### config.mk
export PLATFORM = sky130hd
export DESIGN_NAME = mac_client_port
export DESIGN_NICKNAME = d
export VERILOG_FILES = /design/src/rtl/mac_port_pkg.sv /design/src/rtl/mac_client_port.sv
export SDC_FILE = /design/constraint.sdc
export NUM_CORES = 1
export LEC_CHECK = 0
export ABC_AREA = 1
export BUFFER_PORTS_ARGS = -buffer_cell sky130_fd_sc_hd__clkbuf_2
export CAP_MARGIN = 20
export CORE_MARGIN = 2
export CORE_UTILIZATION = 49
export CTS_CLUSTER_SIZE = 28
export DETAILED_ROUTE_END_ITERATION = 8
export GPL_ROUTABILITY_DRIVEN = 0
export GPL_TIMING_DRIVEN = 0
export PLACE_DENSITY = 0.68
export SLEW_MARGIN = 20
export SYNTH_ARGS = -nofsm -noshare
export SYNTH_HDL_FRONTEND = slang
export SYNTH_SLANG_ARGS = --single-unit
### constraint.sdc
create_clock -name mclk_i -period 2.61 [get_ports mclk_i]
set_input_delay 0.261 -clock mclk_i [delete_from_list [all_inputs] [get_ports mclk_i]]
set_output_delay 0.261 -clock mclk_i [all_outputs]
set_load 0.01 [all_outputs]
### src/rtl/mac_port_pkg.sv
// constants, carriers and state types shared by the mac client port logic
package mac_port_pkg;

  // ****************************************************************
  // widths and buffer depth
  // ****************************************************************
  localparam int HOST_ADDR_W = 8;
  localparam int HOST_DATA_W = 8;
  localparam int TX_WORD_W   = 16;
  localparam int TX_BUF_DEPTH = 16;

  // ****************************************************************
  // host register map and reset values
  // ****************************************************************
  localparam logic [7:0] REG_CTRL_ADDR   = 8'h00;
  localparam logic [7:0] REG_DELAY_ADDR  = 8'h01;
  localparam logic [7:0] REG_STATUS_ADDR = 8'h02;
  localparam logic [7:0] REG_URUN_ADDR   = 8'h03;
  localparam logic [7:0] CTRL_RESET      = 8'h01;
  localparam logic [7:0] DELAY_RESET     = 8'h04;
  localparam logic [7:0] UNMAPPED_VALUE  = 8'h00;
  localparam int CTRL_TXEN_BIT   = 0;
  localparam int STATUS_BUSY_BIT = 0;
  localparam int STATUS_URUN_BIT = 1;

  // ****************************************************************
  // serializer bit counts
  // ****************************************************************
  localparam logic [3:0] LAST_BIT_TWO_BYTES = 4'hf;
  localparam logic [3:0] LAST_BIT_ONE_BYTE  = 4'h7;
  localparam logic [3:0] ERR_BIT_TIMES      = 4'h7;

  // one buffered transmit word with its frame marks
  typedef struct packed {
    logic [15:0] data;
    logic        eof;
    logic        two_bytes;
    logic        err;
  } tx_word_s;

  typedef enum {HOST_IDLE, HOST_WR_ACK, HOST_RD_ACK} host_state_e;
  typedef enum {FETCH_IDLE, FETCH_DELAY, FETCH_READ, FETCH_ERR} fetch_state_e;
  typedef enum {SER_IDLE, SER_SHIFT, SER_ERR} ser_state_e;

endpackage

### src/rtl/mac_client_port.sv
// host register port and transmit client path with word buffer and serializer
`timescale 1ns/1ns
`default_nettype none

// ****************************************************************
// word buffer
// ****************************************************************
module tx_word_fifo #(
  parameter int WIDTH = 19,
  parameter int DEPTH = 16
) (
  input  wire logic             mclk_i,
  input  wire logic             reset_i,
  input  wire logic             in_valid_i,
  output logic                  in_ready_o,
  input  wire logic [WIDTH-1:0] in_data_i,
  output logic                  out_valid_o,
  input  wire logic             out_ready_i,
  output logic      [WIDTH-1:0] out_data_o
);
  localparam int PTR_W = $clog2(DEPTH);

  logic [WIDTH-1:0] mem_q [DEPTH];
  logic [PTR_W-1:0] wr_ptr_q;
  logic [PTR_W-1:0] rd_ptr_q;
  logic [PTR_W:0]   count_q;
  logic             push;
  logic             pop;

  // honest flags straight from the occupancy count
  assign in_ready_o  = (count_q != (PTR_W+1)'(DEPTH));
  assign out_valid_o = (count_q != '0);
  assign push        = in_valid_i && in_ready_o;
  assign pop         = out_valid_o && out_ready_i;
  assign out_data_o  = mem_q[rd_ptr_q];

  // storage has no reset; only the pointers and the occupancy count carry control state
  always_ff @(posedge mclk_i) begin
    if (push) begin
      mem_q[wr_ptr_q] <= in_data_i;
    end
  end

  // pointers wrap at depth, which need not be a power of two
  always_ff @(posedge mclk_i or posedge reset_i) begin
    if (reset_i) begin
      wr_ptr_q <= '0;
      rd_ptr_q <= '0;
    end else begin
      if (push) begin
        wr_ptr_q <= (wr_ptr_q == PTR_W'(DEPTH-1)) ? '0 : wr_ptr_q + 1'b1;
      end
      if (pop) begin
        rd_ptr_q <= (rd_ptr_q == PTR_W'(DEPTH-1)) ? '0 : rd_ptr_q + 1'b1;
      end
    end
  end

  // occupancy
  always_ff @(posedge mclk_i or posedge reset_i) begin
    if (reset_i) begin
      count_q <= '0;
    end else if (push && !pop) begin
      count_q <= count_q + 1'b1;
    end else if (pop && !push) begin
      count_q <= count_q - 1'b1;
    end
  end
endmodule

// ****************************************************************
// top: host port and transmit client path
// ****************************************************************
module mac_client_port #(
  parameter int BUF_DEPTH = mac_port_pkg::TX_BUF_DEPTH
) (
  input  wire logic        mclk_i,
  input  wire logic        reset_i,
  output logic             gbit_en_o,
  input  wire logic        hcs_n_i,
  input  wire logic [7:0]  haddr_i,
  input  wire logic [7:0]  hdatain_i,
  input  wire logic        hwrite_n_i,
  input  wire logic        hread_n_i,
  output logic             hready_n_o,
  output logic             hdataout_en_n_o,
  output logic      [7:0]  hdataout_o,
  input  wire logic [15:0] tx_fifodata_i,
  input  wire logic        tx_fifoavail_i,
  input  wire logic        tx_fifoeof_i,
  input  wire logic        tx_fifoempty_i,
  input  wire logic        tx_last_byte_valid_i,
  output logic             tx_macread_o,
  output logic             tx_line_o,
  output logic             tx_line_en_o,
  output logic             txer_o
);

  mac_port_pkg::host_state_e  host_q;
  mac_port_pkg::fetch_state_e fetch_q;
  mac_port_pkg::ser_state_e   ser_q;

  logic [7:0]  ctrl_q;
  logic [7:0]  delay_q;
  logic [7:0]  urun_cnt_q;
  logic        urun_flag_q;
  logic [7:0]  dataout_q;
  logic        gbit_q;
  logic [7:0]  wait_q;
  logic [15:0] shift_q;
  logic [3:0]  bit_q;
  logic [3:0]  last_bit_q;
  logic        wr_hit;
  logic        rd_hit;
  logic        busy;
  logic        urun_event;
  logic        urun_clear;

  mac_port_pkg::tx_word_s buf_in;
  mac_port_pkg::tx_word_s buf_out;
  logic                   buf_in_valid;
  logic                   buf_in_ready;
  logic                   buf_out_valid;
  logic                   buf_out_ready;

  // ****************************************************************
  // host register port
  // ****************************************************************

  // read mux; unmapped addresses answer zero
  function automatic logic [7:0] rd_mux(input logic [7:0] addr);
    logic [7:0] val;
    val = mac_port_pkg::UNMAPPED_VALUE;
    if (addr == mac_port_pkg::REG_CTRL_ADDR) begin
      val = ctrl_q;
    end else if (addr == mac_port_pkg::REG_DELAY_ADDR) begin
      val = delay_q;
    end else if (addr == mac_port_pkg::REG_STATUS_ADDR) begin
      val = '0;
      val[mac_port_pkg::STATUS_BUSY_BIT] = busy;
      val[mac_port_pkg::STATUS_URUN_BIT] = urun_flag_q;
    end else if (addr == mac_port_pkg::REG_URUN_ADDR) begin
      val = urun_cnt_q;
    end
    return val;
  endfunction

  // a transfer starts only from idle, so a held strobe acts once
  assign wr_hit = (host_q == mac_port_pkg::HOST_IDLE) && !hcs_n_i && !hwrite_n_i;
  assign rd_hit = (host_q == mac_port_pkg::HOST_IDLE) && !hcs_n_i && hwrite_n_i
                  && !hread_n_i;

  // transfer sequencer; the host keeps its strobe low until ready
  always_ff @(posedge mclk_i or posedge reset_i) begin
    if (reset_i) begin
      host_q <= mac_port_pkg::HOST_IDLE;
    end else begin
      case (host_q)
        mac_port_pkg::HOST_IDLE: begin
          if (wr_hit) begin
            host_q <= mac_port_pkg::HOST_WR_ACK;
          end else if (rd_hit) begin
            host_q <= mac_port_pkg::HOST_RD_ACK;
          end
        end
        mac_port_pkg::HOST_WR_ACK: begin
          if (hwrite_n_i || hcs_n_i) begin
            host_q <= mac_port_pkg::HOST_IDLE;
          end
        end
        mac_port_pkg::HOST_RD_ACK: begin
          if (hread_n_i || hcs_n_i) begin
            host_q <= mac_port_pkg::HOST_IDLE;
          end
        end
        default: host_q <= mac_port_pkg::HOST_IDLE;
      endcase
    end
  end

  // read data is captured on the same edge that enters the read ack state
  always_ff @(posedge mclk_i or posedge reset_i) begin
    if (reset_i) begin
      dataout_q <= '0;
    end else if (rd_hit) begin
      dataout_q <= rd_mux(haddr_i);
    end
  end

  // ready asserts on the same edge as the store or the capture
  assign hready_n_o      = (host_q == mac_port_pkg::HOST_IDLE);
  assign hdataout_en_n_o = (host_q != mac_port_pkg::HOST_RD_ACK);
  assign hdataout_o      = dataout_q;

  // writable registers
  always_ff @(posedge mclk_i or posedge reset_i) begin
    if (reset_i) begin
      ctrl_q  <= mac_port_pkg::CTRL_RESET;
      delay_q <= mac_port_pkg::DELAY_RESET;
    end else if (wr_hit) begin
      if (haddr_i == mac_port_pkg::REG_CTRL_ADDR) begin
        ctrl_q <= hdatain_i;
      end else if (haddr_i == mac_port_pkg::REG_DELAY_ADDR) begin
        delay_q <= hdatain_i;
      end
    end
  end

  // writing one to the status underrun bit clears it
  assign urun_clear = wr_hit && (haddr_i == mac_port_pkg::REG_STATUS_ADDR)
                      && hdatain_i[mac_port_pkg::STATUS_URUN_BIT];

  // sticky underrun flag; a new underrun beats a clear in the same cycle
  always_ff @(posedge mclk_i or posedge reset_i) begin
    if (reset_i) begin
      urun_flag_q <= 1'b0;
    end else if (urun_event) begin
      urun_flag_q <= 1'b1;
    end else if (urun_clear) begin
      urun_flag_q <= 1'b0;
    end
  end

  // underrun counter saturates so software never sees it wrap to zero
  always_ff @(posedge mclk_i or posedge reset_i) begin
    if (reset_i) begin
      urun_cnt_q <= '0;
    end else if (wr_hit && haddr_i == mac_port_pkg::REG_URUN_ADDR) begin
      urun_cnt_q <= '0;
    end else if (urun_event && urun_cnt_q != 8'hff) begin
      urun_cnt_q <= urun_cnt_q + 8'h01;
    end
  end

  // legacy indication: low in reset, high from the first edge after
  always_ff @(posedge mclk_i or posedge reset_i) begin
    if (reset_i) begin
      gbit_q <= 1'b0;
    end else begin
      gbit_q <= 1'b1;
    end
  end
  assign gbit_en_o = gbit_q;

  // ****************************************************************
  // transmit fetch from the client fifo
  // ****************************************************************

  // read only when the client is not empty and our buffer has room
  assign tx_macread_o = (fetch_q == mac_port_pkg::FETCH_READ) && !tx_fifoempty_i
                        && buf_in_ready;
  assign urun_event   = (fetch_q == mac_port_pkg::FETCH_READ) && tx_fifoempty_i;

  // buffered word; an underrun is carried as an error word ending the frame
  always_comb begin
    buf_in           = '0;
    buf_in.data      = tx_fifodata_i;
    buf_in.eof       = tx_fifoeof_i;
    buf_in.two_bytes = tx_last_byte_valid_i;
    buf_in.err       = 1'b0;
    if (fetch_q == mac_port_pkg::FETCH_ERR) begin
      buf_in.data = '0;
      buf_in.eof  = 1'b1;
      buf_in.err  = 1'b1;
    end
  end
  assign buf_in_valid = tx_macread_o || (fetch_q == mac_port_pkg::FETCH_ERR);

  // frame fetch sequencer
  always_ff @(posedge mclk_i or posedge reset_i) begin
    if (reset_i) begin
      fetch_q <= mac_port_pkg::FETCH_IDLE;
      wait_q  <= '0;
    end else begin
      case (fetch_q)
        mac_port_pkg::FETCH_IDLE: begin
          if (ctrl_q[mac_port_pkg::CTRL_TXEN_BIT] && tx_fifoavail_i
              && !tx_fifoempty_i) begin
            fetch_q <= mac_port_pkg::FETCH_DELAY;
            wait_q  <= delay_q;
          end
        end
        mac_port_pkg::FETCH_DELAY: begin
          if (wait_q == 8'h00) begin
            fetch_q <= mac_port_pkg::FETCH_READ;
          end else begin
            wait_q <= wait_q - 8'h01;
          end
        end
        mac_port_pkg::FETCH_READ: begin
          if (tx_fifoempty_i) begin
            fetch_q <= mac_port_pkg::FETCH_ERR;
          end else if (tx_macread_o && tx_fifoeof_i) begin
            fetch_q <= mac_port_pkg::FETCH_IDLE;
          end
        end
        mac_port_pkg::FETCH_ERR: begin
          if (buf_in_ready) begin
            fetch_q <= mac_port_pkg::FETCH_IDLE;
          end
        end
        default: fetch_q <= mac_port_pkg::FETCH_IDLE;
      endcase
    end
  end

  tx_word_fifo #(
    .WIDTH ($bits(mac_port_pkg::tx_word_s)),
    .DEPTH (BUF_DEPTH)
  ) u_buf (
    .mclk_i      (mclk_i),
    .reset_i     (reset_i),
    .in_valid_i  (buf_in_valid),
    .in_ready_o  (buf_in_ready),
    .in_data_i   (buf_in),
    .out_valid_o (buf_out_valid),
    .out_ready_i (buf_out_ready),
    .out_data_o  (buf_out)
  );

  // ****************************************************************
  // line serializer
  // ****************************************************************

  // take the next word on the last bit of a data word, so data words run back to back; an error burst returns to idle first
  assign buf_out_ready = (ser_q == mac_port_pkg::SER_IDLE)
                         || (ser_q == mac_port_pkg::SER_SHIFT && bit_q == last_bit_q);

  // serializer sequencer and shifter; line outputs move only on the clock
  always_ff @(posedge mclk_i or posedge reset_i) begin
    if (reset_i) begin
      ser_q      <= mac_port_pkg::SER_IDLE;
      shift_q    <= '0;
      bit_q      <= '0;
      last_bit_q <= mac_port_pkg::LAST_BIT_TWO_BYTES;
    end else if (buf_out_ready && buf_out_valid) begin
      bit_q <= '0;
      if (buf_out.err) begin
        ser_q      <= mac_port_pkg::SER_ERR;
        shift_q    <= '0;
        last_bit_q <= mac_port_pkg::ERR_BIT_TIMES;
      end else begin
        ser_q   <= mac_port_pkg::SER_SHIFT;
        shift_q <= {buf_out.data[7:0], buf_out.data[15:8]};
        if (buf_out.eof && !buf_out.two_bytes) begin
          last_bit_q <= mac_port_pkg::LAST_BIT_ONE_BYTE;
        end else begin
          last_bit_q <= mac_port_pkg::LAST_BIT_TWO_BYTES;
        end
      end
    end else if (ser_q != mac_port_pkg::SER_IDLE) begin
      if (bit_q == last_bit_q) begin
        ser_q <= mac_port_pkg::SER_IDLE;
      end else begin
        bit_q   <= bit_q + 4'h1;
        shift_q <= {1'b0, shift_q[15:1]};
      end
    end
  end

  // line outputs; all low in reset and idle
  assign tx_line_o    = (ser_q == mac_port_pkg::SER_SHIFT) && shift_q[0];
  assign tx_line_en_o = (ser_q != mac_port_pkg::SER_IDLE);
  assign txer_o       = (ser_q == mac_port_pkg::SER_ERR);
  assign busy         = (fetch_q != mac_port_pkg::FETCH_IDLE)
                        || (ser_q != mac_port_pkg::SER_IDLE) || buf_out_valid;

endmodule

`default_nettype wire

### Word level (Yosys, flattened, before mapping)

Memory sizes are Yosys's and may differ from the RTL's.
Cells that the tools add are included.

* register bits: 175
* bits in writable memories: 304
* memories kept: 1
* bits of input ports: 41
* output and inout port bits: 15
* logic and storage cells: 151

* add/sub/neg operators: 7
* muxes and demuxes: 43
* bitwise gates (word level): 1
* reductions and logical operators: 56
* equality and inequality tests: 27

Memory list
* u_buf.mem_q: words 16, width 19, read ports 1, clocked after memory_dff 0, write ports 1, RTL line mac_client_port.sv:23 `logic [WIDTH-1:0] mem_q [DEPTH];`

Operator list (number)
* 2-to-1 mux 32 bit: 12
* == test 32 x 2 -> 1 bit, second input constant: 4
* logical NOT 32 bit: 4
* one-hot mux 32 bit (4 select lines): 1
* == test 32 x 3 -> 1 bit, second input constant: 3
* one-hot mux 32 bit (3 select lines): 1
* == test 32 x 1 -> 1 bit, second input constant: 2
* 2-to-1 mux 16 bit: 4
* 2-to-1 mux 8 bit: 8
* nonzero test 32 bit: 2
* != test 32 x 3 -> 1 bit, second input constant: 1
* 2-to-1 mux 4 bit: 7
* logical AND 1 bit: 21
* 2-to-1 mux 17 bit: 1
* == test 8 x 2 -> 1 bit, second input constant: 2
* logical NOT 8 bit: 2
* one-hot mux 8 bit (2 select lines): 1
* adder 4 x 1 -> 4 bit, second input constant: 3
* != test 2 bit, second input constant: 6
* nonzero test 2 bit: 6
* 2-to-1 mux 5 bit: 2
* AND reduction 3 bit: 3
* adder 8 x 1 -> 8 bit, second input constant: 1
* == test 4 bit, second input constant: 2
* 17 further kinds: 35

### Depth between registers and ports, before layout

Gate-level depths: netlist (run 1).

* depth after elaboration: 9
* gate-level depth with buffers: 17
* depth with buffers taken out: 16

### Modules after synthesis

Synthesis (run 1) repeated with hierarchy kept, for this count alone.

* cells, all modules: 1971
* area total of the unflattened synthesis: 18099.9 µm²

Modules (own cells, without submodules)
* tx_word_fifo: instances 1, cells an instance 1421, sequential area each 9454.1 µm², area each 14117.3 µm²
* mac_client_port: instances 1, cells an instance 550, sequential area each 1730.4 µm², area each 3982.6 µm²

### Worst setup path before layout (run 1)

OpenSTA, ideal clock, no wires.

* path type: flip-flop to flip-flop
* start point: reg bit_q[0]
* end point: reg u_buf.count_q[4]
* slack: -4 ps
* setup time: 125 ps
* cell stages (with the launch flop): 18
* arrival time: 2489 ps
* period minus slack after synthesis: 2614 ps
* required time: 2485 ps
* buffers on the path: 1
* cell sequence: dfrtp_1 ha_1 nand2_1 inv_1 nand3_1 nand2_1 nand3_1 clkbuf_1 ha_1 inv_1 ha_1 a21oi_1 nor2_1 nor2_1 nand2_1 nand2_1 nor2_1 xor2_1

* longest elaborated chain between the ends: 7
* elaborated cells on any way between the ends: 9
* those cells by class: eq/ne: 1; mux: 1; reduce/logical: 7

Ends and longest elaborated chain
* start, declared: RTL line mac_client_port.sv:111 `logic [3:0] bit_q;`
* start signal, assigned: RTL line mac_client_port.sv:355 `bit_q <= bit_q + 4'h1;`
* == test 4 bit (*): RTL line mac_client_port.sv:327 `|| (ser_q == mac_port_pkg::SER_SHIFT && bit_q == last_bit_q);`
* logical AND 1 bit (*): RTL line mac_client_port.sv:327
* logical OR 1 bit (*): RTL line mac_client_port.sv:327
* logical AND 1 bit (*): RTL line mac_client_port.sv:34 `assign pop = out_valid_o && out_ready_i;`
* logical NOT 1 bit: RTL line mac_client_port.sv:63 `end else if (push && !pop) begin`
* logical AND 1 bit: RTL line mac_client_port.sv:63
* 2-to-1 mux 5 bit or nonzero test 2 bit (tied branches)
* end signal, assigned: RTL line mac_client_port.sv:64 `count_q <= count_q + 1'b1;`
* end signal, assigned: RTL line mac_client_port.sv:66 `count_q <= count_q - 1'b1;`
* end, declared: RTL line mac_client_port.sv:26 `logic [PTR_W:0] count_q;`

Every way passes the cells marked *; elsewhere a longest branch is shown, timed or not.
A chain may end at the register's enable or synchronous reset.

==> metrics.yaml, run 1 <==
clock-root-buffer: "sky130_fd_sc_hd__clkbuf_16"
areaGrowthSynthToFinish_pct: 17.95
setup_ws_ns: -0.09146
ys_warn_count: 0
netlist.area_leader.share: 0.5309
outcome: "finished, violations left"
detailed_place_hpwl_um: 28350
std_cell_rows: 68
unrepaired_setup_endpoints_after_global_routing: "yes"
cts_tree: "done"
timing.critical_path.from_type: "flip-flop"
final.fill_count: 2861
number_of_nets_in_the_layout: 1943
tritoncts_buffers: 41
switchingPower_mw: 8.365
critical_path.endpoint_type: "flip-flop"
timing.final.setup_violations: 32
p_clk_frac: 0.286
final_layout_size_suffix_gt1_frac: 0.1275
internal_power_mw: 13.76
viasPerCell: 5.311
rrSetupSlack_ns: -0.09
floorplan.io_pins: 56
crit_path_max_incr_delay_ns: 0.97
worstReg2RegStart: "fetch_q[1]$_DFFE_PP0P_"
fin_crit_sh: 1.035
relSlewSlack: 0.2467
critical_path_rt_ns: 2.79
count_of_cells_along_the_worst_register_to_register_path: 4
fin_area_um2: 20280
clock_skew_ns: 0.02143
routed_wire_length_per_instance_um: 18.76
finalSetupTns_ns: -2.537
setup.worst_path.class: "reg -> reg"
path_clk_slew_ns: 0.06
timing.final.crit_period_ns: 2.701
totalWireLength_um: 44580
post_dp_cell_area_um2: 18220
synthesis.area_um2: 17190
worstPathCellList: "nand2_1, clkinv_1, clkbuf_2, nor2_1"
num_vias: 12620
irDropWorstVdd_uv: 567.9
slowest_stage_cell_cp: "sky130_fd_sc_hd__nor2_1"
whs_path_depth: 4
numPortBuffers: 55
netlist_instances: 1746
critical_path.reg2reg.endpoint: "u_buf.mem_q[6][17]$_DFFE_PP_"
synth-main-ff-cell: "sky130_fd_sc_hd__edfxtp_1"
power.sequential.fraction: 0.366
initialDrtViolationCount: 1310
total_area_of_multi_input_combinational_cells_um2: 4882
first_global_vias: 12060
end_of_the_worst_hold_path: "hdataout_o[7]$_DFFE_PP0P_"
fp.coreArea_um2: 34540
clock.fmax_ghz: 0.3702
min_path_type: "in -> reg"
timing.critical_path.buf_inv: 2
worst_hold_slack_ns: 0.05308
remaining_number_of_nets_flagged_by_the_antenna_check_after_routing: 0
worstMarginPinSlew_ns: 1.126
worstHoldStart: "hread_n_i"
drc: 0
ff_latch_area_um2: 11180
gr-usage-all-layers: 0.2452
antennaDiodeCount: 0
routedLengthMet1_um: 18670
pwr-share-comb: 0.349
met3_wirelength_um: 3474
final-hold-violation-count: 0
final_count_of_pins_violating_max_slew: 0
die_width_um: 191.3
pwr_density_cell_nw_per_um2: 1091
cap_viol_max_count: 0
dieArea_um2: 36600
starting_density_of_the_core: 0.4978
netlist_top_cells_area: "sky130_fd_sc_hd__edfxtp_1 (53%), sky130_fd_sc_hd__dfrtp_1 (11%), sky130_fd_sc_hd__nand2_1 (11%)"
dr.pass1.iters: 5
critical_path_peak_fanout: 25
power.switching_fraction: 0.3781
grt_pass1_wl_um: 67530
antenna_found_initial: 0
seq_total_area_yosys: 0.6505
synth.lib_cells_used.distinct: 47
htreeDepth: 2
synth_enable_flop_cells: 304
cp_data_arrival_time_ns: 2.88
violated_checks: "setup timing"
async_set_or_reset_flop_fraction_in_the_synthesized_netlist: 0.2124
dieHeight_um: 191.3
synth-seq-cells: 386
grt_max_degree: 46
synth_top_area_cell: "sky130_fd_sc_hd__edfxtp_1"
grt_overflow_total: 0
timing.critical_path.max_delay_family: "simple AND/OR/NAND/NOR gates"
postSynthAreaPerCell_um2: 9.848
cts.path.max_buffers: 3
route.top_layer_used: "met4"
post_synthesis_net_count: 1801
crit_start: "fetch_q[1]$_DFFE_PP0P_"
clock_sinks: 386
leakage_nw: 8.761
insertion_delay_ns: 0.55
met2_wirelength_um: 20800
-- registers in the layout, indices dropped and copies added (netlist names) --
register,cells
u_buf.mem_q,304
fetch_q,2
wait_q,8
host_q,2
u_buf.rd_ptr_q,4
ctrl_q,8
last_bit_q,1
urun_flag_q,1
u_buf.wr_ptr_q,4
gbit_en_o,1
bit_q,4
ser_q,2
delay_q,8
u_buf.count_q,5
hdataout_o,8
shift_q,16
urun_cnt_q,8
-- cell usage after synthesis (2+ instances only) --
library cell	n
sky130_fd_sc_hd__nor3_1	5
sky130_fd_sc_hd__dfstp_2	3
sky130_fd_sc_hd__nand3b_1	14
sky130_fd_sc_hd__or2_2	3
sky130_fd_sc_hd__inv_2	3
sky130_fd_sc_hd__nor4_1	2
sky130_fd_sc_hd__clkbuf_1	39
sky130_fd_sc_hd__o21ai_2	10
sky130_fd_sc_hd__buf_2	19
sky130_fd_sc_hd__dfrtp_1	79
sky130_fd_sc_hd__nor2_1	137
sky130_fd_sc_hd__edfxtp_1	304
sky130_fd_sc_hd__o211ai_1	7
sky130_fd_sc_hd__buf_6	2
sky130_fd_sc_hd__o21ai_0	63
sky130_fd_sc_hd__nor2_2	2
sky130_fd_sc_hd__xnor2_1	2
sky130_fd_sc_hd__a31oi_1	2
sky130_fd_sc_hd__clkinv_1	5
sky130_fd_sc_hd__nand4_1	7
sky130_fd_sc_hd__o31ai_1	3
sky130_fd_sc_hd__inv_1	256
sky130_fd_sc_hd__xor2_1	6
sky130_fd_sc_hd__nand2_2	6
sky130_fd_sc_hd__buf_1	5
sky130_fd_sc_hd__nor4_4	2
sky130_fd_sc_hd__nand2_1	497
sky130_fd_sc_hd__nand3_1	176
sky130_fd_sc_hd__ha_1	13
sky130_fd_sc_hd__o21ai_1	7
sky130_fd_sc_hd__a21oi_1	47
sky130_fd_sc_hd__o22ai_1	5
-- through the flow --
stage / setup slack, ns / power, mW / util / cells
finish: -0.09146 / 22.12 / 0.5871 / 2376
global route: -0.2392 / 23.29 / 0.5871 / 2376
CTS: -0.2939 / 21.89 / 0.5781 / 2356
detailed placement: -0.3585 / 15.51 / 0.5275 / 2260
global placement: -0.9136 / 15.16 / 0.5222 / 2256
floorplan: 0.07603 / 12.89 / - / 1746
-- metal layers --
layer	GRT usage	up-vias
met1	0.3377	5995
met2	0.3942	545
li1	-	5978
met5	0	-
met3	0.03268	100
met4	0.1006	0
-- power groups by stage --
stage | logic (mW) | clock network [mW] | registers [mW]
after CTS | 7.46 | 6.35 | 8.08
after floorplan | 4.79 | 0 | 8.10
after detailed placement | 7.31 | 0 | 8.20
after global placement | 6.96 | 0 | 8.20
after global routing | 8.53 | 6.60 | 8.16
final | 7.72 | 6.32 | 8.09
-- worst min-delay path, stage by stage --
cell and delay (ns):
sky130_fd_sc_hd__clkbuf_2 0.10, sky130_fd_sc_hd__nor3_2 0.08, sky130_fd_sc_hd__nand2_1 0.07, sky130_fd_sc_hd__nand2_1 0.04
-- layout by cell type, fill, tap and decap left out, types with 4 or more instances in the layout --
cell type	synthesis	final
sky130_fd_sc_hd__nand2_1	497	495
sky130_fd_sc_hd__edfxtp_1	304	304
sky130_fd_sc_hd__inv_1	256	255
sky130_fd_sc_hd__nand3_1	176	174
sky130_fd_sc_hd__nor2_1	137	114
sky130_fd_sc_hd__dfrtp_1	79	79
sky130_fd_sc_hd__o21ai_0	63	62
sky130_fd_sc_hd__clkbuf_2	0	56
sky130_fd_sc_hd__a21oi_1	47	47
sky130_fd_sc_hd__clkbuf_16	0	43
sky130_fd_sc_hd__clkbuf_1	39	41
sky130_fd_sc_hd__buf_2	19	19
sky130_fd_sc_hd__nor2_4	1	17
sky130_fd_sc_hd__buf_12	0	15
sky130_fd_sc_hd__buf_4	1	14
sky130_fd_sc_hd__nand3b_1	14	14
sky130_fd_sc_hd__dlygate4sd3_1	0	12
sky130_fd_sc_hd__ha_1	13	11
sky130_fd_sc_hd__o21ai_2	10	10
sky130_fd_sc_hd__nor2_2	2	9
sky130_fd_sc_hd__clkinv_1	5	9
sky130_fd_sc_hd__nand2_2	6	8
sky130_fd_sc_hd__clkinv_2	0	8
sky130_fd_sc_hd__o21ai_1	7	8
sky130_fd_sc_hd__nand4_1	7	7
sky130_fd_sc_hd__o211ai_1	7	7
sky130_fd_sc_hd__bufinv_16	0	7
sky130_fd_sc_hd__xor2_1	6	6
sky130_fd_sc_hd__o22ai_1	5	5
sky130_fd_sc_hd__nor3_1	5	5
sky130_fd_sc_hd__buf_6	2	5
sky130_fd_sc_hd__clkbuf_8	0	5
sky130_fd_sc_hd__buf_1	5	4
sky130_fd_sc_hd__clkinv_4	0	4
-- kinds of logic after synthesis --
| logic type | after synthesis | synth area share |
|---|---|---|
| buf+inv | 332 | 0.07575 |
| other cells | 1 | 0.0002181 |
| simple gates | 856 | 0.2102 |
| compound gates | 149 | 0.04861 |
| flops | 386 | 0.6505 |
| fa+ha+maj | 14 | 0.01062 |
| xor+xnor | 8 | 0.004075 |
-- how the worst max path moves through the flow --
stage / endpoint / slack (ns) / cells past startpoint
6_report: u_buf.mem_q[6][17]$_DFFE_PP_ / -0.09 / 4
5_1_grt: u_buf.mem_q[7][17]$_DFFE_PP_ / -0.24 / 4
4_1_cts: u_buf.mem_q[1][15]$_DFFE_PP_ / -0.29 / 4
3_5_place_dp: u_buf.count_q[4]$_DFFE_PP0P_ / -0.36 / 17
3_3_place_gp: u_buf.mem_q[13][5]$_DFFE_PP_ / -0.91 / 7
2_1_floorplan: u_buf.count_q[4]$_DFFE_PP0P_ / 0.08 / 17
-- area by class of cell --
cell class / count / area share
sequential: 386 / 0.5515
multi-input combinational: 1028 / 0.2407
clock buffer: 51 / 0.05701
inverter: 265 / 0.04936
timing repair buffer: 99 / 0.04214
tap: 455 / 0.02807
buffer: 67 / 0.01567
clock inverter: 25 / 0.01555
-- repair_timing --
action	CTS	global route
setup endpoints to repair	164	275
gates resized for setup	9	6
pin swaps	4	10
setup buffers	8	19
hold buffers	12	0
hold endpoints to repair	52	0
Note: power is estimated with default switching activity, not from simulation.
==> run 2: changes to the inputs <==
--- a/config.mk
+++ b/config.mk
@@ -18,4 +18,5 @@
 export SLEW_MARGIN = 20
 export SYNTH_ARGS = -nofsm -noshare
 export SYNTH_HDL_FRONTEND = slang
+export SYNTH_HIERARCHICAL = 1
 export SYNTH_SLANG_ARGS = --single-unit
==> constraint.sdc (replaced) <==
create_clock -name mclk_i -period 2.61 [get_ports mclk_i]
set_input_delay 0.261 -clock mclk_i [delete_from_list [all_inputs] [get_ports mclk_i]]
set_output_delay 0.261 -clock mclk_i [all_outputs]
set_load 0.005 [all_outputs]
==> metrics.yaml, run 2 <==
outcome: "finished, final reports clean"
synth-main-ff-cell: "sky130_fd_sc_hd__edfxtp_1"
final_count_of_pins_violating_max_slew: 0  # unchanged
fin_crit_sh: 0.9330  # -0.1021
grt_overflow_total: 0  # unchanged
clock_skew_ns: 0.01916  # -0.002273 ns
timing.final.setup_violations: 0  # -100%
post-place-cells: 2513  # +11%
report.power.total_mw: 21.09  # -4.7%
async_set_or_reset_flop_fraction_in_the_synthesized_netlist: 0.2124  # unchanged
grt_pass1_wl_um: 67880  # +0.52%
cap_viol_max_count: 0  # unchanged
cts.path.max_buffers: 3  # unchanged
critical_path_rt_ns: 2.88  # +0.09 ns
std_cell_rows: 70  # +2.9%
final-hold-violation-count: 0  # unchanged
end_of_the_worst_hold_path: "host_q[0]$_DFFE_PP0P_"
areaGrowthSynthToFinish_pct: 15.47
netlist_instances: 1971  # +13%
worstReg2RegStart: "u_buf/count_q[1]$_DFFE_PP0P_"
remaining_number_of_nets_flagged_by_the_antenna_check_after_routing: 0  # unchanged
routed_wire_length_per_instance_um: 16.48  # -12%
count_of_cells_along_the_worst_register_to_register_path: 10  # +6
gr-usage-all-layers: 0.2285  # -0.01667
initialDrtViolationCount: 1005  # -23%
pwr_density_cell_nw_per_um2: 1009  # -7.5%
synth.top_cells.by_count: "sky130_fd_sc_hd__nand2_1 (647), sky130_fd_sc_hd__inv_1 (378), sky130_fd_sc_hd__edfxtp_1 (304)"
drc: 0  # unchanged
numPortBuffers: 55  # unchanged
dr.pass1.iters: 5  # unchanged
irDropWorstVdd_uv: 722.6  # +27%
detailed_place_hpwl_um: 29570  # +4.3%
clock_sinks: 386  # unchanged
critical_path_peak_fanout: 12  # -52%
post-place-ws_ns: -0.5454  # -0.1869 ns
final-instance-count-excl-fill: 2610  # +9.8%
fp.coreArea_um2: 36520  # +5.7%
largest_register: "u_buf/mem_q"
relSlewSlack: 0.3079  # +0.06117
dieArea_um2: 38490  # +5.2%
synthesis.area_um2: 18100  # +5.3%
crit_path_max_incr_delay_ns: 0.49  # -0.48 ns
critical_path.endpoint_type: "flip-flop"
worstMarginPinSlew_ns: 1.034  # -0.09142 ns
antennaDiodeCount: 0  # unchanged
post-synth-top-count-cell: "sky130_fd_sc_hd__nand2_1"
final_layout_size_suffix_gt1_frac: 0.1270  # -0.0005536
path_clk_slew_ns: 0.06  # about the same
dieHeight_um: 196.2  # +2.5%
whs_path_depth: 2  # -2
htreeDepth: 2  # unchanged
cp_data_arrival_time_ns: 2.70  # -0.18 ns
starting_density_of_the_core: 0.4956  # -0.002174
clock.fmax_ghz: 0.4107  # +11%
die_width_um: 196.2  # +2.5%
worstPathCellList: "inv_1, nand4_1, buf_4, inv_1, o21ai_4, nand2_4, inv_4, nand2_1, nor2_2, buf_8"
slowest_stage_cell_cp: "sky130_fd_sc_hd__nor2_2"
setup.worst_path.class: "reg -> reg"
netlist_top_cells_area: "sky130_fd_sc_hd__edfxtp_1 (50%), sky130_fd_sc_hd__nand2_1 (13%), sky130_fd_sc_hd__dfrtp_1 (11%)"
cts_tree: "done"
synth_top_area_cell: "sky130_fd_sc_hd__edfxtp_1"
antenna_found_initial: 0  # unchanged
worst_hold_slack_ns: 0.03604  # -0.01704 ns
clock-root-buffer: "sky130_fd_sc_hd__clkbuf_16"
insertion_delay_ns: 0.57  # +0.02 ns
worstHoldStart: "hwrite_n_i"
critical_path.reg2reg.endpoint: "u_buf/mem_q[12][1]$_DFFE_PP_"
crit_start: "u_buf/count_q[1]$_DFFE_PP0P_"
setup_ws_ns: 0.1749  # +0.2664 ns
number_of_nets_in_the_layout: 2163  # +11%
rrSetupSlack_ns: 0.17  # +0.27 ns
tritoncts_buffers: 42  # +2.4%
grt_max_degree: 43  # -6.5%
mostFrequentLayoutCell: "sky130_fd_sc_hd__nand2_1"
timing.final.crit_period_ns: 2.435  # -0.2664 ns
netlist.area_leader.share: 0.5044  # -0.02657
first_global_vias: 12870  # +6.8%
ys_warn_count: 6  # +6
seq_total_area_yosys: 0.6179  # -0.03256
synth.lib_cells_used.distinct: 41  # -13%
floorplan.io_pins: 56  # unchanged
cp_common_cell: "sky130_fd_sc_hd__inv_1"
synth-seq-cells: 386  # unchanged
postSynthAreaPerCell_um2: 9.183  # -6.7%
largest_reg_flops: 304  # unchanged
totalWireLength_um: 43020  # -3.5%
synth_enable_flop_cells: 304  # unchanged
viasPerCell: 5.083  # -4.3%
leakage_nw: 9.794  # +12%
unrepaired_setup_endpoints_after_global_routing: "yes"
layout.cells.most_common_list: "sky130_fd_sc_hd__nand2_1 (646), sky130_fd_sc_hd__inv_1 (375), sky130_fd_sc_hd__edfxtp_1 (304)"
num_vias: 13270  # +5.1%
timing.critical_path.from_type: "flip-flop"
min_path_type: "in -> reg"
reg_top3: "u_buf/mem_q (304), shift_q (16)"
post_synthesis_net_count: 2026  # +12%
## run 2: kinds of logic after synthesis
kind of cell               synth area share
adders and majority gates           0.01009
xor gates and xnor gates           0.004839
AOI/OAI and AO/OA                   0.02565
other                             0.0002072
DFF                                  0.6179
and+or+nand+nor                      0.2374
buffers and inverters                0.1039
## run 2: report_power, final
part / leakage [nW] / total, mW / switching, mW / internal, mW
Sequential: 3.72 / 7.83 / 0.373 / 7.46
Clock: 0.663 / 5.85 / 2.41 / 3.44
Combinational: 5.41 / 7.41 / 5.11 / 2.30
Total: 9.79 / 21.1 / 7.90 / 13.2
## run 2: per-layer routing
metal  global-route usage  part of all wire  vias to the layer above
met3              0.02390             0.050                       88
li1                     -                 -                     6490
met2               0.3828              0.49                      378
met4              0.09091             0.031                        0
met5                    0                 0                        -
met1               0.3080              0.43                     6310
## run 2: repair_timing
| action | 4_1_cts | 5_1_grt |
|---|---|---|
| setup endpoints to repair | 339 | 140 |
| buffers inserted | 5 | 2 |
| endpoints found under the hold margin | 56 | 0 |
| hold buffers | 11 | 0 |
| gates resized for setup | 18 | 8 |
| pin swaps | 3 | 1 |
## run 2: layout make-up
class | count | area [um2]
Buffer | 72 | 427.9
Sequential cell | 386 | 11180
Tap cell | 468 | 585.6
Inverter | 389 | 1465
Fill cell | 3073 | 15620
Timing Repair Buffer | 93 | 695.7
Clock buffer | 59 | 1166
Clock inverter | 19 | 188.9
Multi-Input combinational cell | 1124 | 5186
## run 2: worst max-delay path by stage
stage | cells after the start | to | slack [ns]
6_report | 10 | u_buf/mem_q[12][1]$_DFFE_PP_ | 0.17
3_3_place_gp | 6 | u_buf/mem_q[11][18]$_DFFE_PP_ | -2.15
2_1_floorplan | 6 | u_buf/mem_q[3][0]$_DFFE_PP_ | -0.16
5_1_grt | 4 | u_buf/mem_q[5][10]$_DFFE_PP_ | -0.003
3_5_place_dp | 9 | u_buf/mem_q[9][17]$_DFFE_PP_ | -0.55
4_1_cts | 4 | u_buf/mem_q[11][11]$_DFFE_PP_ | -0.01
## run 2: per-stage QoR
stage,TNS (ns),utilization,area (um2)
final,0,0.5723,20900
after global routing,-0.007011,0.5723,20900
after CTS,-0.3339,0.5706,20840
after detailed placement,-98.54,0.5275,19270
after global placement,-468.01,0.5192,18960
after floorplan,-8.970,-,18100
## run 2: worst max-delay path, delay by kind of cell, from the launching register on
kind                   cells  cell delay, ns
and+or+nand+nor            4            0.85
DFF                        1            0.39
buffers and inverters      5            0.66
AOI/OAI and AO/OA          1            0.21
==> run 3: changes to the inputs <==
--- a/config.mk
+++ b/config.mk
@@ -9,12 +9,11 @@
 export BUFFER_PORTS_ARGS = -buffer_cell sky130_fd_sc_hd__clkbuf_2
 export CAP_MARGIN = 20
 export CORE_MARGIN = 2
-export CORE_UTILIZATION = 49
+export CORE_UTILIZATION = 41
 export CTS_CLUSTER_SIZE = 28
 export DETAILED_ROUTE_END_ITERATION = 8
 export GPL_ROUTABILITY_DRIVEN = 0
 export GPL_TIMING_DRIVEN = 0
-export PLACE_DENSITY = 0.68
 export SLEW_MARGIN = 20
 export SYNTH_ARGS = -nofsm -noshare
 export SYNTH_HDL_FRONTEND = slang
==> constraint.sdc (replaced) <==
create_clock -name mclk_i -period 2.4 [get_ports mclk_i]
set_input_delay 0.24 -clock mclk_i [delete_from_list [all_inputs] [get_ports mclk_i]]
set_output_delay 0.24 -clock mclk_i [all_outputs]
set_load 0.005 [all_outputs]
==> metrics.yaml, run 3 (synthesized netlist as in run 2, its figures left out) <==
outcome: "finished, final reports clean"
setup.worst_path.class: "reg -> reg"
insertion_delay_ns: 0.58  # about the same
end_of_the_worst_hold_path: "urun_flag_q$_DFFE_PP0P_"
gr-usage-all-layers: 0.1965  # -0.03201
first_global_vias: 12850  # -0.20%
fp.coreArea_um2: 43360  # +19%
starting_density_of_the_core: 0.4174  # -0.07816
grt_max_degree: 40  # -7.0%
clock_skew_ns: 0.02876  # +0.009603 ns
fin_crit_sh: 0.9670  # +0.03397
timing.final.setup_violations: 0  # unchanged
antenna_found_initial: 0  # unchanged
clock-root-buffer: "sky130_fd_sc_hd__clkbuf_16"
layout.cells.most_common_list: "sky130_fd_sc_hd__nand2_1 (646), sky130_fd_sc_hd__inv_1 (375), sky130_fd_sc_hd__edfxtp_1 (304)"
die_width_um: 214.1  # +9.1%
worstMarginPinSlew_ns: 1.031  # -0.002956 ns
viasPerCell: 4.836  # -4.9%
critical_path.endpoint_type: "flip-flop"
number_of_nets_in_the_layout: 2190  # +1.2%
routed_wire_length_per_instance_um: 16.19  # -1.8%
largest_register: "u_buf/mem_q"
cap_viol_max_count: 0  # unchanged
std_cell_rows: 76  # +8.6%
num_vias: 13320  # +0.40%
tritoncts_buffers: 42  # unchanged
final-hold-violation-count: 0  # unchanged
critical_path_peak_fanout: 14  # +2
grt_overflow_total: 0  # unchanged
leakage_nw: 9.996  # +2.1%
floorplan.io_pins: 56  # unchanged
worstHoldStart: "tx_fifoempty_i"
final_layout_size_suffix_gt1_frac: 0.1420  # +0.01502
worstPathCellList: "inv_1, nand4_1, inv_1, o21ai_1, nand2_2, buf_4, buf_4, nor3_4, buf_6, buf_4"
timing.final.crit_period_ns: 2.321  # -0.1144 ns
clock_sinks: 386  # unchanged
reg_top3: "u_buf/mem_q (304), shift_q (16)"
cts_tree: "done"
pwr_density_cell_nw_per_um2: 1090  # +8.0%
worstReg2RegStart: "u_buf/count_q[2]$_DFFE_PP0P_"
irDropWorstVdd_uv: 818.7  # +13%
dieHeight_um: 214.1  # +9.1%
report.power.total_mw: 23.39  # +11%
crit_path_max_incr_delay_ns: 0.39  # -0.10 ns
worst_hold_slack_ns: 0.06766  # +0.03162 ns
whs_path_depth: 3  # +1
cp_data_arrival_time_ns: 2.62  # -0.08 ns
numPortBuffers: 55  # unchanged
critical_path.reg2reg.endpoint: "u_buf/mem_q[7][0]$_DFFE_PP_"
dr.pass1.iters: 5  # unchanged
detailed_place_hpwl_um: 29950  # +1.3%
unrepaired_setup_endpoints_after_global_routing: "yes"
grt_pass1_wl_um: 70660  # +4.1%
clock.fmax_ghz: 0.4309  # +4.9%
antennaDiodeCount: 0  # unchanged
slowest_stage_cell_cp: "sky130_fd_sc_hd__dfrtp_1"
htreeDepth: 2  # unchanged
cp_common_cell: "sky130_fd_sc_hd__buf_4"
count_of_cells_along_the_worst_register_to_register_path: 10  # unchanged
dieArea_um2: 45840  # +19%
min_path_type: "in -> reg"
mostFrequentLayoutCell: "sky130_fd_sc_hd__nand2_1"
final_core_util: 0.4950  # -0.07730
relSlewSlack: 0.3099  # +0.001978
setup_ws_ns: 0.07931  # -0.09560 ns
drc: 0  # unchanged
remaining_number_of_nets_flagged_by_the_antenna_check_after_routing: 0  # unchanged
cts.path.max_buffers: 3  # unchanged
largest_reg_flops: 304  # unchanged
totalWireLength_um: 44580  # +3.6%
initialDrtViolationCount: 1075  # +7.0%
timing.critical_path.from_type: "flip-flop"
post-place-ws_ns: -0.7404  # -0.1950 ns
areaGrowthSynthToFinish_pct: 18.57
rrSetupSlack_ns: 0.08  # -0.10 ns
path_clk_slew_ns: 0.06  # about the same
final_count_of_pins_violating_max_slew: 0  # unchanged
critical_path_rt_ns: 2.70  # -0.18 ns
## run 3: per-stage QoR
stage / setup TNS [ns] / instances / cell area, um2
finish: 0 / 2754 / 21460
floorplan: -20.94 / 1971 / 18130
global placement: -377.81 / 2611 / 19140
detailed placement: -152.31 / 2620 / 19290
CTS: -10.58 / 2735 / 21190
global route: -0.05030 / 2754 / 21460
## run 3: layout make-up
class | instances | area [um2]
clock buffers | 56 | 1124
fillers | 4007 | 21900
flip-flops and latches | 386 | 11190
repair buffers | 120 | 962.2
clock inverters | 22 | 255.2
plain buffers | 72 | 454.2
well taps | 585 | 732.0
inverters | 389 | 1474
multi-input cells | 1124 | 5275
## run 3: where the power goes
part           total, mW  leakage [nW]  switching, mW  internal (mW)
logic               8.38          5.61           5.70           2.68
registers           8.52          3.72          0.406           8.11
clock network       6.50         0.673           2.74           3.76
total               23.4          10.0           8.84           14.5
## run 3: timing repair
action | in CTS | in global routing
endpoints found under the setup margin | 417 | 239
resized for setup | 23 | 40
endpoints found under the hold margin | 69 | 0
buffers inserted | 25 | 20
pin swaps | 14 | 5
hold buffers | 12 | 0
## run 3: critical path: cells and delay by family, from the launching register on
family / cells / cell delay (ns)
compound gates: 1 / 0.16
flops: 1 / 0.39
simple gates: 3 / 0.59
buf+inv: 6 / 0.89
## run 3: worst max path at each step
stage,start,end
final,u_buf/count_q[2]$_DFFE_PP0P_,u_buf/mem_q[7][0]$_DFFE_PP_
after global placement,u_buf/count_q[0]$_DFFE_PP0P_,u_buf/mem_q[11][11]$_DFFE_PP_
after detailed placement,u_buf/count_q[0]$_DFFE_PP0P_,u_buf/mem_q[12][9]$_DFFE_PP_
after CTS,fetch_q[1]$_DFFE_PP0P_,u_buf/mem_q[3][15]$_DFFE_PP_
after floorplan,u_buf/count_q[0]$_DFFE_PP0P_,u_buf/mem_q[3][0]$_DFFE_PP_
after global routing,u_buf/count_q[0]$_DFFE_PP0P_,u_buf/count_q[4]$_DFFE_PP0P_
## run 3: layer usage
layer  global-route usage  part of all wire
met1               0.2636              0.45
met2               0.3227              0.47
met3              0.02879             0.047
met4              0.07778             0.035
met5                    0                 0
